<file path="src/hw/pif_pkg.sv">
package pif_pkg;
  // register byte addresses on the bus
  localparam logic [7:0] PIF_OFS_FLAGS_ONE = 8'h00;
  localparam logic [7:0] PIF_OFS_FLAGS_TWO = 8'h04;
  localparam logic [7:0] PIF_OFS_ENABLES_ONE = 8'h08;
  localparam logic [7:0] PIF_OFS_ENABLES_TWO = 8'h0c;
  localparam logic [7:0] PIF_OFS_PRIORITY_ONE = 8'h10;
  localparam logic [7:0] PIF_OFS_PRIORITY_TWO = 8'h14;
  localparam logic [7:0] PIF_OFS_CONTROL = 8'h18;
  localparam logic [7:0] PIF_OFS_STATUS = 8'h1c;
  // reset values
  localparam logic [7:0] PIF_RST_FLAGS = 8'h00;
  localparam logic [7:0] PIF_RST_ENABLES = 8'h00;
  localparam logic [7:0] PIF_RST_PRIORITY = 8'hff;
  // first-register bit positions
  localparam int PIF_B1_TIMER_ONE = 0;
  localparam int PIF_B1_TIMER_TWO = 1;
  localparam int PIF_B1_CC1 = 2;
  localparam int PIF_B1_SSP = 3;
  localparam int PIF_B1_TX = 4;
  localparam int PIF_B1_RX = 5;
  localparam int PIF_B1_ADC = 6;
  localparam int PIF_B1_PAR = 7;
  // second-register bit positions
  localparam int PIF_B2_CC2 = 0;
  localparam int PIF_B2_TIMER_THREE = 1;
  localparam int PIF_B2_VDET = 2;
  localparam int PIF_B2_BCOL = 3;
  localparam int PIF_B2_NVW = 4;
  localparam int PIF_B2_CMP2 = 5;
  localparam int PIF_B2_CMP1 = 6;
  localparam int PIF_B2_OSCF = 7;
  // control register fields
  localparam int PIF_CTL_PRIO_EN = 0;
  localparam int PIF_CTL_GROUP_EN = 1;
  // capture/compare unit modes
  typedef enum logic [1:0] {PIF_CC_OFF, PIF_CC_CAPTURE, PIF_CC_COMPARE, PIF_CC_PWM} pif_cc_mode_t;
  // peripheral event pulses, one cycle each
  typedef struct packed {
    logic timer_one_ovf;
    logic timer_two_match;
    logic timer_three_ovf;
    logic cc1_capture;
    logic cc1_compare;
    logic cc2_capture;
    logic cc2_compare;
    logic ssp_done;
    logic adc_done;
    logic par_access;
    logic osc_fail;
    logic bus_collision;
    logic voltage_detect;
    logic nv_write_done;
  } pif_events_t;
  // serial flag levels driven by the serial unit itself
  typedef struct packed {
    logic rx_full;
    logic tx_empty;
  } pif_serial_t;
endpackage

</file>
<file path="src/hw/pif_top.sv">
`timescale 1ns/1ps
// How it works
// - capture event sets capcomp flag, software clears
// - compare match sets flag; PWM mode ignored
// - timer two period match sets bit one
// - timer one overflow sets bit zero
// - 28-pin: parallel bit seven reads zero
// - oscillator failure sets second-register bit seven
// - comparator output change sets bit six/five
// - nonvolatile write completion sets bit four
// - bus collision sets bit three
// - voltage detect event sets bit two
// - timer three overflow sets bit one
// - flags sticky until written zero; reset zero
// - no priority: group enable gates all requests
// - enable bit gates same-position flag; reset zero
// - priority bits used only with priority enabled
// - priority bit one high, zero low; reset one
// - flags set regardless of any enable
// - with priority: group enable gates low requests
// - serial flags follow buffer state, not software
module pif_top import pif_pkg::*; #(
  parameter bit PINS_28 = 1'b0
) (
  input wire logic hclk,
  input wire logic hresetn,
  input wire logic hsel,
  input wire logic [31:0] haddr,
  input wire logic [1:0] htrans,
  input wire logic hwrite,
  input wire logic [2:0] hsize,
  input wire logic [31:0] hwdata,
  input wire logic hready,
  output logic [31:0] hrdata,
  output logic hreadyout,
  output logic hresp,
  input wire pif_events_t events,
  input wire pif_serial_t serial,
  input wire pif_cc_mode_t cc1_mode,
  input wire pif_cc_mode_t cc2_mode,
  input wire logic cmp1_out,
  input wire logic cmp2_out,
  output logic irq_high,
  output logic irq_low
);
  // register state
  logic [7:0] flags_one_ff; // serial bits unused here, they come from the serial unit
  logic [7:0] periph_flags_two_ff;
  logic [7:0] periph_enables_one_ff;
  logic [7:0] periph_enables_two_ff;
  logic [7:0] periph_priority_one_ff;
  logic [7:0] periph_priority_two_ff;
  logic [1:0] ctl_ff; // priority levels enable, group enable
  // bus data-phase bookkeeping
  logic wr_pend_ff;
  logic [7:0] wr_addr_ff;
  logic [31:0] hrdata_ff;
  logic cmp1_d_ff;
  logic cmp2_d_ff;
  logic irq_high_ff;
  logic irq_low_ff;
  // combinational helpers
  logic [7:0] set_one;
  logic [7:0] set_two;
  logic [7:0] flags_one_view;
  logic [7:0] impl_mask_one;
  logic [7:0] pend_one;
  logic [7:0] pend_two;
  logic nxt_irq_high;
  logic nxt_irq_low;
  logic addr_phase;
  logic wr_one;
  logic wr_two;

  // clear mask for unimplemented parallel port bit
  assign impl_mask_one = PINS_28 ? 8'h7f : 8'hff;

  // single-bit write helper: true when the pending data-phase write targets byte address a
  function automatic logic wr_hit(input logic [7:0] a);
    return wr_pend_ff && (wr_addr_ff == a);
  endfunction

  assign addr_phase = hsel && hready && htrans[1];
  assign wr_one = wr_hit(PIF_OFS_FLAGS_ONE);
  assign wr_two = wr_hit(PIF_OFS_FLAGS_TWO);

  // zero-wait slave, always OKAY
  assign hreadyout = 1'b1;
  assign hresp = 1'b0;
  assign hrdata = hrdata_ff;

  // address phase capture for writes
  always_ff @(posedge hclk or negedge hresetn) begin
    if (!hresetn) begin
      wr_pend_ff <= 1'b0;
      wr_addr_ff <= 8'h00;
    end else begin
      wr_pend_ff <= addr_phase && hwrite;
      wr_addr_ff <= haddr[7:0];
    end
  end

  // comparator output history for change detect
  always_ff @(posedge hclk or negedge hresetn) begin
    if (!hresetn) begin
      cmp1_d_ff <= 1'b0;
      cmp2_d_ff <= 1'b0;
    end else begin
      cmp1_d_ff <= cmp1_out;
      cmp2_d_ff <= cmp2_out;
    end
  end

  // event set vectors, independent of enables
  always_comb begin
    set_one = 8'h00;
    set_two = 8'h00;
    set_one[PIF_B1_TIMER_ONE] = events.timer_one_ovf;
    set_one[PIF_B1_TIMER_TWO] = events.timer_two_match;
    // capture or compare per mode; pwm leaves the flag alone
    set_one[PIF_B1_CC1] = (cc1_mode == PIF_CC_CAPTURE && events.cc1_capture)
      || (cc1_mode == PIF_CC_COMPARE && events.cc1_compare);
    set_one[PIF_B1_SSP] = events.ssp_done;
    set_one[PIF_B1_ADC] = events.adc_done;
    set_one[PIF_B1_PAR] = events.par_access && !PINS_28;
    set_two[PIF_B2_CC2] = (cc2_mode == PIF_CC_CAPTURE && events.cc2_capture)
      || (cc2_mode == PIF_CC_COMPARE && events.cc2_compare);
    set_two[PIF_B2_TIMER_THREE] = events.timer_three_ovf;
    set_two[PIF_B2_VDET] = events.voltage_detect;
    set_two[PIF_B2_BCOL] = events.bus_collision;
    set_two[PIF_B2_NVW] = events.nv_write_done;
    set_two[PIF_B2_CMP2] = cmp2_out ^ cmp2_d_ff;
    set_two[PIF_B2_CMP1] = cmp1_out ^ cmp1_d_ff;
    set_two[PIF_B2_OSCF] = events.osc_fail;
  end

  // first flag register: sticky, set beats a software clear
  always_ff @(posedge hclk or negedge hresetn) begin
    if (!hresetn) begin
      flags_one_ff <= PIF_RST_FLAGS;
    end else if (wr_one) begin
      flags_one_ff <= ((hwdata[7:0] & impl_mask_one) | set_one);
    end else begin
      flags_one_ff <= flags_one_ff | set_one;
    end
  end

  // second flag register, same policy
  always_ff @(posedge hclk or negedge hresetn) begin
    if (!hresetn) begin
      periph_flags_two_ff <= PIF_RST_FLAGS;
    end else if (wr_two) begin
      periph_flags_two_ff <= hwdata[7:0] | set_two;
    end else begin
      periph_flags_two_ff <= periph_flags_two_ff | set_two;
    end
  end

  // serial bits mirror the serial unit and ignore software writes
  always_comb begin
    flags_one_view = flags_one_ff & impl_mask_one;
    flags_one_view[PIF_B1_RX] = serial.rx_full;
    flags_one_view[PIF_B1_TX] = serial.tx_empty;
  end

  // enable and priority registers
  always_ff @(posedge hclk or negedge hresetn) begin
    if (!hresetn) begin
      periph_enables_one_ff <= PIF_RST_ENABLES;
      periph_enables_two_ff <= PIF_RST_ENABLES;
      periph_priority_one_ff <= PIF_RST_PRIORITY;
      periph_priority_two_ff <= PIF_RST_PRIORITY;
      ctl_ff <= 2'h0;
    end else begin
      if (wr_hit(PIF_OFS_ENABLES_ONE)) periph_enables_one_ff <= hwdata[7:0] & impl_mask_one;
      if (wr_hit(PIF_OFS_ENABLES_TWO)) periph_enables_two_ff <= hwdata[7:0];
      if (wr_hit(PIF_OFS_PRIORITY_ONE)) periph_priority_one_ff <= hwdata[7:0] & impl_mask_one;
      if (wr_hit(PIF_OFS_PRIORITY_TWO)) periph_priority_two_ff <= hwdata[7:0];
      if (wr_hit(PIF_OFS_CONTROL)) ctl_ff <= hwdata[1:0];
    end
  end

  // read data registered in address phase, shown in data phase
  // limitation: a read whose address phase overlaps a write's data phase
  // to the same register returns the value from before that write
  always_ff @(posedge hclk or negedge hresetn) begin
    if (!hresetn) begin
      hrdata_ff <= 32'h0000_0000;
    end else if (addr_phase && !hwrite) begin
      unique case (haddr[7:0])
        PIF_OFS_FLAGS_ONE: hrdata_ff <= {24'h0, flags_one_view};
        PIF_OFS_FLAGS_TWO: hrdata_ff <= {24'h0, periph_flags_two_ff};
        PIF_OFS_ENABLES_ONE: hrdata_ff <= {24'h0, periph_enables_one_ff};
        PIF_OFS_ENABLES_TWO: hrdata_ff <= {24'h0, periph_enables_two_ff};
        PIF_OFS_PRIORITY_ONE: hrdata_ff <= {24'h0, periph_priority_one_ff & impl_mask_one};
        PIF_OFS_PRIORITY_TWO: hrdata_ff <= {24'h0, periph_priority_two_ff};
        PIF_OFS_CONTROL: hrdata_ff <= {30'h0, ctl_ff};
        PIF_OFS_STATUS: hrdata_ff <= {30'h0, irq_low_ff, irq_high_ff};
        default: hrdata_ff <= 32'h0000_0000; // unmapped reads zero
      endcase
    end
  end

  // request combination
  always_comb begin
    pend_one = flags_one_view & periph_enables_one_ff;
    pend_two = periph_flags_two_ff & periph_enables_two_ff;
    if (ctl_ff[PIF_CTL_PRIO_EN]) begin
      // priority routing active
      nxt_irq_high = |(pend_one & periph_priority_one_ff)
        || |(pend_two & periph_priority_two_ff);
      nxt_irq_low = ctl_ff[PIF_CTL_GROUP_EN] && (|(pend_one & ~periph_priority_one_ff)
        || |(pend_two & ~periph_priority_two_ff));
    end else begin
      // compatibility mode: one request, gated by group enable
      nxt_irq_high = ctl_ff[PIF_CTL_GROUP_EN] && (|pend_one || |pend_two);
      nxt_irq_low = 1'b0;
    end
  end

  // requests come from flip-flops, one cycle after the cause
  always_ff @(posedge hclk or negedge hresetn) begin
    if (!hresetn) begin
      irq_high_ff <= 1'b0;
      irq_low_ff <= 1'b0;
    end else begin
      irq_high_ff <= nxt_irq_high;
      irq_low_ff <= nxt_irq_low;
    end
  end
  assign irq_high = irq_high_ff;
  assign irq_low = irq_low_ff;

  // assertions
  property p_timer_one_sets;
    @(posedge hclk) disable iff (!hresetn)
      events.timer_one_ovf |=> flags_one_ff[PIF_B1_TIMER_ONE];
  endproperty
  a_timer_one_sets: assert property (p_timer_one_sets) else $error("timer one flag not set");
  property p_timer_three_sets;
    @(posedge hclk) disable iff (!hresetn)
      events.timer_three_ovf |=> periph_flags_two_ff[PIF_B2_TIMER_THREE];
  endproperty
  a_timer_three_sets: assert property (p_timer_three_sets) else $error("timer three flag not set");
  property p_sticky;
    @(posedge hclk) disable iff (!hresetn)
      periph_flags_two_ff[PIF_B2_BCOL] && !wr_two |=> periph_flags_two_ff[PIF_B2_BCOL];
  endproperty
  a_sticky: assert property (p_sticky) else $error("flag lost without write");
  property p_pwm_ignored;
    @(posedge hclk) disable iff (!hresetn)
      cc1_mode == PIF_CC_PWM && !flags_one_ff[PIF_B1_CC1] && !wr_one |=> !flags_one_ff[PIF_B1_CC1];
  endproperty
  a_pwm_ignored: assert property (p_pwm_ignored) else $error("pwm set capcomp flag");
  property p_cmp_change;
    @(posedge hclk) disable iff (!hresetn) $changed(cmp1_d_ff) |-> periph_flags_two_ff[PIF_B2_CMP1];
  endproperty
  a_cmp_change: assert property (p_cmp_change) else $error("comparator change missed");
  property p_no_group;
    @(posedge hclk) disable iff (!hresetn)
      !ctl_ff[PIF_CTL_PRIO_EN] && !ctl_ff[PIF_CTL_GROUP_EN] |=> !irq_high;
  endproperty
  a_no_group: assert property (p_no_group) else $error("request without group enable");
  property p_low_gate;
    @(posedge hclk) disable iff (!hresetn) !ctl_ff[PIF_CTL_GROUP_EN] |=> !irq_low;
  endproperty
  a_low_gate: assert property (p_low_gate) else $error("low request without enable");
  property p_high_req;
    @(posedge hclk) disable iff (!hresetn)
      ctl_ff[PIF_CTL_PRIO_EN] && |(pend_two & periph_priority_two_ff) |=> irq_high;
  endproperty
  a_high_req: assert property (p_high_req) else $error("high request missing");
  property p_par_zero;
    @(posedge hclk) disable iff (!hresetn) PINS_28 |-> !flags_one_view[PIF_B1_PAR];
  endproperty
  a_par_zero: assert property (p_par_zero) else $error("parallel bit visible");
  // period match of timer two lands in bit one
  property p_timer_two_sets;
    @(posedge hclk) disable iff (!hresetn)
      events.timer_two_match |=> flags_one_ff[PIF_B1_TIMER_TWO];
  endproperty
  a_timer_two_sets: assert property (p_timer_two_sets) else $error("timer two flag not set");
  // capture only counts while the unit is in capture mode
  property p_capture_sets;
    @(posedge hclk) disable iff (!hresetn)
      cc1_mode == PIF_CC_CAPTURE && events.cc1_capture |=> flags_one_ff[PIF_B1_CC1];
  endproperty
  a_capture_sets: assert property (p_capture_sets) else $error("capture flag not set");
  // compare match only counts while the unit is in compare mode
  property p_compare_sets;
    @(posedge hclk) disable iff (!hresetn)
      cc2_mode == PIF_CC_COMPARE && events.cc2_compare |=> periph_flags_two_ff[PIF_B2_CC2];
  endproperty
  a_compare_sets: assert property (p_compare_sets) else $error("compare flag not set");
  // clock failure flag
  property p_osc_sets;
    @(posedge hclk) disable iff (!hresetn)
      events.osc_fail |=> periph_flags_two_ff[PIF_B2_OSCF];
  endproperty
  a_osc_sets: assert property (p_osc_sets) else $error("oscillator flag not set");
  // second comparator change, same scheme as the first
  property p_cmp2_change;
    @(posedge hclk) disable iff (!hresetn)
      $changed(cmp2_d_ff) |-> periph_flags_two_ff[PIF_B2_CMP2];
  endproperty
  a_cmp2_change: assert property (p_cmp2_change) else $error("comparator two change missed");
  // nonvolatile write completion
  property p_nv_sets;
    @(posedge hclk) disable iff (!hresetn)
      events.nv_write_done |=> periph_flags_two_ff[PIF_B2_NVW];
  endproperty
  a_nv_sets: assert property (p_nv_sets) else $error("write done flag not set");
  // bus collision
  property p_bcol_sets;
    @(posedge hclk) disable iff (!hresetn)
      events.bus_collision |=> periph_flags_two_ff[PIF_B2_BCOL];
  endproperty
  a_bcol_sets: assert property (p_bcol_sets) else $error("collision flag not set");
  // voltage detector report
  property p_vdet_sets;
    @(posedge hclk) disable iff (!hresetn)
      events.voltage_detect |=> periph_flags_two_ff[PIF_B2_VDET];
  endproperty
  a_vdet_sets: assert property (p_vdet_sets) else $error("voltage flag not set");
  // polling works with every enable off
  property p_poll_sets;
    @(posedge hclk) disable iff (!hresetn)
      events.adc_done |=> flags_one_ff[PIF_B1_ADC];
  endproperty
  a_poll_sets: assert property (p_poll_sets) else $error("polled flag not set");
  // a zero write clears a flag when no event races it
  property p_write_clears;
    @(posedge hclk) disable iff (!hresetn)
      wr_two && !hwdata[PIF_B2_BCOL] && !set_two[PIF_B2_BCOL] |=> !periph_flags_two_ff[PIF_B2_BCOL];
  endproperty
  a_write_clears: assert property (p_write_clears) else $error("flag not cleared");
  // nothing pending means no request at all
  property p_enable_gate;
    @(posedge hclk) disable iff (!hresetn)
      pend_one == 8'h00 && pend_two == 8'h00 |=> !irq_high && !irq_low;
  endproperty
  a_enable_gate: assert property (p_enable_gate) else $error("request without enable");
  // compatibility mode with group enable raises the single request
  property p_compat_high;
    @(posedge hclk) disable iff (!hresetn)
      !ctl_ff[PIF_CTL_PRIO_EN] && ctl_ff[PIF_CTL_GROUP_EN] && (|pend_one || |pend_two) |=> irq_high;
  endproperty
  a_compat_high: assert property (p_compat_high) else $error("compat request missing");
  // priority bits are ignored without priority levels
  property p_prio_low_off;
    @(posedge hclk) disable iff (!hresetn) !ctl_ff[PIF_CTL_PRIO_EN] |=> !irq_low;
  endproperty
  a_prio_low_off: assert property (p_prio_low_off) else $error("low request in compat mode");
  // priority bit one routes a pending source high
  property p_prio_high_one;
    @(posedge hclk) disable iff (!hresetn)
      ctl_ff[PIF_CTL_PRIO_EN] && |(pend_one & periph_priority_one_ff) |=> irq_high;
  endproperty
  a_prio_high_one: assert property (p_prio_high_one) else $error("high routing missing");
  // priority bit zero routes a pending source low
  property p_low_req;
    @(posedge hclk) disable iff (!hresetn)
      ctl_ff[PIF_CTL_PRIO_EN] && ctl_ff[PIF_CTL_GROUP_EN] && |(pend_one & ~periph_priority_one_ff) |=> irq_low;
  endproperty
  a_low_req: assert property (p_low_req) else $error("low request missing");
  // serial bits always show the serial unit's levels
  property p_serial_view;
    @(posedge hclk) disable iff (!hresetn)
      flags_one_view[PIF_B1_RX] == serial.rx_full && flags_one_view[PIF_B1_TX] == serial.tx_empty;
  endproperty
  a_serial_view: assert property (p_serial_view) else $error("serial flag not mirrored");
  // parallel enable cannot be stored on the small package
  property p_par_enable;
    @(posedge hclk) disable iff (!hresetn)
      PINS_28 |-> !periph_enables_one_ff[PIF_B1_PAR];
  endproperty
  a_par_enable: assert property (p_par_enable) else $error("parallel enable stored");
  c_high: cover property (@(posedge hclk) disable iff (!hresetn) irq_high);
  c_low: cover property (@(posedge hclk) disable iff (!hresetn) irq_low);
  c_clear: cover property (@(posedge hclk) disable iff (!hresetn) wr_two && |set_two);
  c_compat: cover property (@(posedge hclk) disable iff (!hresetn) irq_high && !ctl_ff[0]);
  c_cmp: cover property (@(posedge hclk) disable iff (!hresetn) set_two[PIF_B2_CMP1]);
endmodule // pif_top

</file>
<file path="config.mk">
export PLATFORM = sky130hd
export DESIGN_NAME = pif_top
export DESIGN_NICKNAME = d
export VERILOG_FILES = /design/src/hw/pif_pkg.sv /design/src/hw/pif_top.sv
export SDC_FILE = /design/constraint.sdc
export NUM_CORES = 1
export LEC_CHECK = 0
export BUFFER_PORTS_ARGS = -buffer_cell sky130_fd_sc_hd__buf_4
export CORE_MARGIN = 2
export CORE_UTILIZATION = 30
export DETAILED_ROUTE_END_ITERATION = 12
export GPL_ROUTABILITY_DRIVEN = 0
export PLACE_DENSITY_LB_ADDON = 0.1
export SETUP_SLACK_MARGIN = 0.2
export SKIP_LAST_GASP = 1
export SLEW_MARGIN = 30
export SYNTH_ARGS = -nofsm -noshare
export SYNTH_HDL_FRONTEND = slang
export SYNTH_SLANG_ARGS = --single-unit
</file>
<file path="constraint.sdc">
create_clock -name hclk -period 1.5 [get_ports hclk]
set_clock_uncertainty 0.1 [all_clocks]
set_input_delay 0 -clock hclk [delete_from_list [all_inputs] [get_ports hclk]]
set_output_delay 0 -clock hclk [all_outputs]
set_load 0.02 [all_outputs]
</file>
After elaboration in Yosys (flattened, before gate mapping)
Index checks and enable logic that the tools add are counted.
{ "totals": {"reg_bits": 95, "out_inout_bits": 36, "elab_cells": 81} }
{ "classes": {"eq_ne": 17, "mux": 5, "bitwise_logic": 14, "reduce_logical": 31} }
{ "op_table": {"columns": ["op", "count"], "rows": [
  ["$pmux 8 s8", 1],
  ["$eq 8x5->1 const B", 7],
  ["$and 8x8->8", 6],
  ["$reduce_or 8->1", 6],
  ["$eq 8x4->1 const B", 4],
  ["$or 8x8->8", 4],
  ["$logic_and 1x1->1", 17],
  ["$eq 8x3->1 const B", 2],
  ["$logic_not 8->1", 2],
  ["$mux 8", 2],
  ["$not 8->8", 2],
  ["$logic_or 1x1->1", 5],
  ["$eq 2x1->1 const B", 2],
  ["$eq 2x2->1 const B", 2],
  ["$mux 1", 2],
  ["$xor 1x1->1", 2],
  ["$logic_not 1->1", 1]
]} }

Logic depth before layout (Yosys ltp)
Gate-level depths: netlist (run 1).
{ "logic_depth": {"ltp_word": 6, "depth_mapped": 7} }

Worst setup path after synthesis (run 1)
No wires, ideal clock.
{ "synth_path": {"kind": "reg-to-reg", "startpoint": "register wr_addr_ff[5]", "endpoint": "register periph_enables_one_ff[0]", "setup_ps": 125, "arrival_ps": 1432, "required_ps": 1275, "slack_ps": -156, "stages_incl_launch_ff": 5, "path_cell_list": "dfrtp_1 -> nor3_4 -> nand2b_4 -> nor3_4 -> mux2_2"} }
{ "synth_between": {"elab_chain_cells": 2} }
{ "synth_lines": {"columns": ["element", "line", "rtl"], "rows": [
  ["from (decl)", "pif_top.sv:56", "logic [7:0] wr_addr_ff;"],
  ["from (signal assigned)", "pif_top.sv:99", "wr_addr_ff <= haddr[7:0];"],
  ["$eq 8x4->1", "pif_top.sv:80", "return wr_pend_ff && (wr_addr_ff == a);"],
  ["$logic_and 1x1->1", "pif_top.sv:80", null],
  ["to (signal assigned)", "pif_top.sv:175", "if (wr_hit(PIF_OFS_ENABLES_ONE)) periph_enables_one_ff <= hwdata[7:0] & impl_mask_one;"],
  ["to (decl)", "pif_top.sv:49", "logic [7:0] periph_enables_one_ff;"]
]} }
No other way between the ends.
A chain may end at the register's enable or synchronous reset.

Worst setup path in the final report (run 1)
{ "layout_path": {"startpoint": "register wr_addr_ff[1]", "endpoint": "register periph_enables_one_ff[7]"} }
The elaborated chain is that of the path after synthesis.

==> reports/metrics.cfg, run 1 <==
[layout]
syn_to_final_growth_pct = 47.8
drive_gt1_share_pct = 45.4
design_area_um2 = 5380
mostFrequentLayoutCell = buf_4
diodes = 0
nets = 558
mostFrequentLayoutCells = 95 x buf_4, 50 x dfrtp_1, 41 x dlygate4sd3_1

[timing]
fin_ws_ps = -190
finalCriticalPeriod_ps = 1690
setup_viol = 50
min_period_over_period_pct = 113
fin_tns_setup_ps = -7240
slew_viol_final = 0
hold_ws_ps = -10.2
rsz0062_at_grt = true
timing.fmax_mhz = 592
finalHoldViolCount = 18

[min_path]
hold_path_class = in -> async

[clock_tree]
cts_made_buffers = 9
path_clk_slew_ps = 60
cts_root_buf = clkbuf_16
cts_buffer_depth = 2
cts_num_sinks = 69
htree_levels = 3
cts_tree = done
clock_latency_ps = 340

[grt]
grt_pass1_wl_mm = 16.6
grt_util_met1_pct = 22.9
antenna_found_initial = 0
overflow = 0
grt_util_met3_pct = 5.03
grt_max_degree = 25
grt_util_met2_pct = 27.3
top_usage_layer = met2
first_global_vias = 2935
grt_usage_pct = 17.3

[die]
die_y_um = 114
core_um2 = 11900
start_util_pct = 30.6
num_rows = 40
floorplan.die.width_um = 114
io_pins = 132
die_area_um2 = 13000

[power]
peakVddDrop_mv = 0.719
leakage_nw = 2.37
p_per_area_nw_per_um2 = 865

[route]
avgViaCountPerCell = 4.82
routed_wl_mm = 10.5
drt-initial-drc-count = 133
wl_per_cell_um = 17.2
drc = 0
final_antenna_net_count = 0
vias = 2961
dr.pass1.iters = 4

[synthesis]
syn_area_um2 = 3640
syn_area_per_cell_um2 = 11.6
synthXorXnorAreaFrac_pct = 0.481
async_flop_share_pct = 100
synth_cell_types = 41
yosysSeqAreaShare_pct = 48.0
synth-simple-area-share_pct = 17.1
syn_inst = 315
synthMuxAreaShare_pct = 19.9
synth_top_family_by_area = multiplexers
ys_ff_latch = 69
synth_fa_ha_area_share_pct = 0
synth_edf_count = 0
synth_flop_cell = dfrtp_1
yosysWarnings = 0
synth_compound_area_share_pct = 7.66

[setup_path]
crit_required_ps = 1620
critPathMaxFanout = 8
critPathLaunchType = flop
worst-setup-path-type = reg -> reg
critPathCaptureType = flop
arrival_ps = 1810

[status]
status = finished, violations left
violations = negative hold slack, negative setup slack

[flow_run]
maxCapViolCount = 0

[placed_design]
place_area_um2 = 4470
numPortBuffers = 53
place_hpwl_mm = 7.84

-- area by class of cell --
cell class,count,area [um^2]
sequential,69,1750
fill,1136,6530
multi-input combinational,236,1880
clock buffer,16,302
tap,147,184
timing repair buffer,146,1270
-- final timing paths --
path | startpoint | endpoint | slack, ps | cells past startpoint
max in group asynchronous | hresetn | periph_priority_two_ff[5] | 750 | 3
min in group hclk | hwrite | hrdata[5] | 60 | 5
max reg2reg | wr_addr_ff[1] | periph_enables_one_ff[7] | -190 | 5
min | hresetn | ctl_ff[1] | -10 | 2
min reg2reg | hrdata[5] | hrdata[5] | 380 | 2
max | wr_addr_ff[1] | periph_enables_one_ff[7] | -190 | 5
-- registers in the layout, summed over array words and instances, names as in the netlist, 2 cells and up --
name	count
hrdata	8
periph_enables_one_ff	8
periph_enables_two_ff	8
periph_flags_two_ff	8
periph_priority_one_ff	8
periph_priority_two_ff	8
wr_addr_ff	8
flags_one_ff	6
ctl_ff	2
-- metal layers --
layer | share of wire (%) | wire [um]
met3 | 5.9 | 621
met1 | 45 | 4770
met4 | 1.4 | 152
met2 | 47 | 5010
met5 | 0 | 0
-- what timing repair did --
item	CTS	global route
setup endpoints to repair	58	58
gates cloned	0	0
hold buffers	41	0
pin swaps	11	9
endpoints found under the hold margin	124	0
resized for setup	30	17
buffers inserted	4	3
-- power breakdown --
group | leakage, nW | internal (mW) | switching [mW]
registers | 0.791 | 1.92 | 0.0440
logic | 1.43 | 0.300 | 0.282
clock network | 0.149 | 1.35 | 0.766
total | 2.37 | 3.56 | 1.09
-- cell usage after synthesis, types with 2 or more instances --
cell type  count  area share, %
a22oi_1        6            1.2
nor4b_2        2           0.82
nand4b_1       2           0.48
a21oi_1        3           0.41
nand2_1       34            3.5
nor2b_1        5           0.86
buf_2          5           0.69
nand3_1       21            2.9
nand2b_1       5           0.86
dfstp_2       16             12
a31oi_1        4           0.69
a211o_1        5            1.2
o211ai_1       2           0.41
o21ai_0       13            1.8
dfrtp_1       53             36
mux2_2        38             12
conb_1         2           0.21
xnor2_1        2           0.48
nor2_1         6           0.62
nand3b_1       9            1.9
nand4_1        6            1.0
buf_4         27            5.6
nor3_1         4           0.55
o22ai_1        6            1.0
mux2i_1       14            3.8
mux4_2         7            4.3
nor3_4         4            1.8
-- critical path, cell delays in order (launching register included) --
cell     delay (ps)
dfrtp_1         400
nor2_2          140
nand3_1         180
nor3_4          250
buf_12          170
mux2_2          340
-- cells by family after synthesis --
logic type / Yosys count
XOR/XNOR: 2
multiplexers: 59
buffers and inverters: 34
AO/OA/AOI/OAI: 43
flip-flops: 69
AND/OR/NAND/NOR: 106
other: 2
-- metrics by stage --
step,power [mW],setup WS (ps),utilization [%],cells
floorplan,2.25,-126,-,339
global placement,2.45,-191,37.5,550
detailed placement,2.46,-217,37.5,550
CTS,4.71,-202,44.5,611
global route,4.87,-268,45.2,614
finish,4.66,-190,45.2,614
(Power assumes the default switching activity.)
==> inputs of run 2 (changes only) <==
--- a/config.mk
+++ b/config.mk
@@ -6,11 +6,13 @@
 export NUM_CORES = 1
 export LEC_CHECK = 0
 export BUFFER_PORTS_ARGS = -buffer_cell sky130_fd_sc_hd__buf_4
+export CELL_PAD_IN_SITES_DETAIL_PLACEMENT = 1
+export CELL_PAD_IN_SITES_GLOBAL_PLACEMENT = 1
 export CORE_MARGIN = 2
 export CORE_UTILIZATION = 30
 export DETAILED_ROUTE_END_ITERATION = 12
 export GPL_ROUTABILITY_DRIVEN = 0
-export PLACE_DENSITY_LB_ADDON = 0.1
+export PLACE_DENSITY_LB_ADDON = 0.08
 export SETUP_SLACK_MARGIN = 0.2
 export SKIP_LAST_GASP = 1
 export SLEW_MARGIN = 30
==> run 2 against run 1 <==
Effect of this change:
- the flow finishes with violations (negative setup slack)
- utilization shrank 0.21 points
- via count up 1.0%
- cell area down 0.46%
- sequential share of layout area is 0.11 points higher
- critical path depth unchanged
- power shrank 4.2%
- first-iteration DRC count shrank 31%
- global-route usage up 1.9 points
- die area did not move
- critical endpoint is now periph_priority_one_ff[2]
- largest cell class unchanged
- highest routed layer unchanged
==> reports/metrics.cfg, run 2 (same netlist as run 1, synthesis figures left out) <==
[setup_path]
crit_top_cell = nor3_4
critPathLaunchType = flop
worstPathCellList = nor3_4, nand2_1, nor3_4, buf_12, mux2_2
crit_required_ps = 1670
slowest_delay_ps = 390
crit_slowest_cell = dfrtp_1
critPathMaxFanout = 8
critPathCaptureType = flop
worst-setup-path-type = reg -> reg
arrival_ps = 1920

[timing]
fin_tns_setup_ps = -9200
slew_viol_final = 0
min_period_over_period_pct = 117
fin_ws_ps = -250
rsz0062_at_grt = true
setup_viol = 49
worst_pin_slew_ps = 689
relSlewSlack_pct = 54.1
finalHoldViolCount = 0
timing.fmax_mhz = 571
finalCriticalPeriod_ps = 1750

[layout]
mostFrequentLayoutCell = buf_4
stdcell_count = 607
mostFrequentLayoutCells = 90 x buf_4, 52 x dfrtp_1, 40 x dlygate4sd3_1
drive_gt1_share_pct = 45.2
syn_to_final_growth_pct = 47.1
nets = 552
design_area_um2 = 5360
diodes = 0

[grt]
grt_util_met3_pct = 3.60
grt_util_met1_pct = 24.0
antenna_found_initial = 0
grt_max_degree = 33
grt_pass1_wl_mm = 18.1
grt_usage_pct = 19.2
top_usage_layer = met2
first_global_vias = 3221
grt_util_met2_pct = 32.3
overflow = 0

[route]
final_antenna_net_count = 0
vias = 2991
wl_per_cell_um = 19.3
drt-initial-drc-count = 92
routed_wl_mm = 11.7
avgViaCountPerCell = 4.93
drc = 0
dr.pass1.iters = 4

[power]
p_comb_share_pct = 13.2
peakVddDrop_mv = 0.528
internal_power_mw = 3.36
p_seq_share_pct = 44.0
p_per_area_nw_per_um2 = 833
power_frac_clock_pct = 42.8
p_sw_share_pct = 24.7
leakage_nw = 2.35
p_sw_mw = 1.10

[die]
die_area_um2 = 13000
die_y_um = 114
num_rows = 40
io_pins = 132
start_util_pct = 30.6
floorplan.die.width_um = 114
core_um2 = 11900

[clock_tree]
cts_root_buf = clkbuf_16
cts_tree = done
clock_latency_ps = 340
htree_levels = 3
path_clk_slew_ps = 50
cts_made_buffers = 9
cts_buffer_depth = 2
cts_num_sinks = 69

[placed_design]
placedCellCount = 547
place_area_um2 = 4450
numPortBuffers = 53
place_hpwl_mm = 8.52

[min_path]
hold_path_class = in -> reg

[flow_run]
maxCapViolCount = 0

[status]
status = finished, violations left
violations = negative setup slack

[run 2: changes by cell type in the layout (fill, tap and decap cells not counted), moves of 3 or more]
cell      delta
mux2_4       +4
mux2_2       -4
o21ai_0      +3
buf_4        -5
mux2i_2      +3
clkbuf_8     -4
mux2i_1      -3
[run 2: routing by layer]
metal / up-vias / wire length [um]
met5: - / 0
li1: 1392 / -
met4: 0 / 265
met2: 74 / 5840
met3: 19 / 447
met1: 1506 / 5190
[run 2: final timing paths]
kind | startpoint | slack, ps | cells past startpoint | to
worst max-delay path | wr_addr_ff[5] | -250 | 5 | periph_priority_one_ff[2]
worst max register to register | wr_addr_ff[5] | -250 | 5 | periph_priority_one_ff[2]
worst min-delay path | haddr[4] | 20 | 3 | hrdata[1]
max in group asynchronous | hresetn | 420 | 3 | ctl_ff[0]
min in group asynchronous | hresetn | 140 | 2 | periph_priority_one_ff[6]
worst min register to register | hrdata[3] | 380 | 2 | hrdata[3]
[run 2: power by group through the flow]
| stage | clock (mW) | combinational [mW] | sequential (mW) |
|---|---|---|---|
| after CTS | 1.98 | 0.580 | 1.96 |
| after floorplan | 0 | 0.267 | 1.98 |
| after detailed placement | 0 | 0.470 | 1.99 |
| after global placement | 0 | 0.464 | 1.99 |
| final | 1.91 | 0.589 | 1.96 |
| after global routing | 2.05 | 0.638 | 1.97 |
[run 2: timing repair]
action | 4_1_cts | 5_1_grt
setup buffers | 3 | 1
setup endpoints to repair | 58 | 71
pin swaps | 17 | 9
resized for setup | 32 | 23
hold buffers | 41 | 0
endpoints found under the hold margin | 127 | 0
[run 2: cell type report]
cell class,instances,area (um^2)
fillers,1292,6550
multi-input cells,236,1940
flip-flops and latches,69,1750
repair buffers,140,1220
clock buffers,13,250
well taps,147,184
clock inverters,2,10.0
[run 2: through the flow]
stage	power (mW)	util [%]	hold WS (ps)	setup slack (ps)
2_1_floorplan	2.25	-	-396	-126
3_3_place_gp	2.45	37.3	-188	-236
3_5_place_dp	2.46	37.3	-189	-291
4_1_cts	4.52	44.1	7.61	-267
5_1_grt	4.66	45.0	34.1	-337
6_report	4.46	45.0	20.5	-250
[run 2: worst max-delay path: cells and delay by family, from the launching register on]
| kind | cells | cell delay, ps |
|---|---|---|
| DFF | 1 | 390 |
| buffers and inverters | 1 | 170 |
| muxes | 1 | 330 |
| and+or+nand+nor | 3 | 670 |
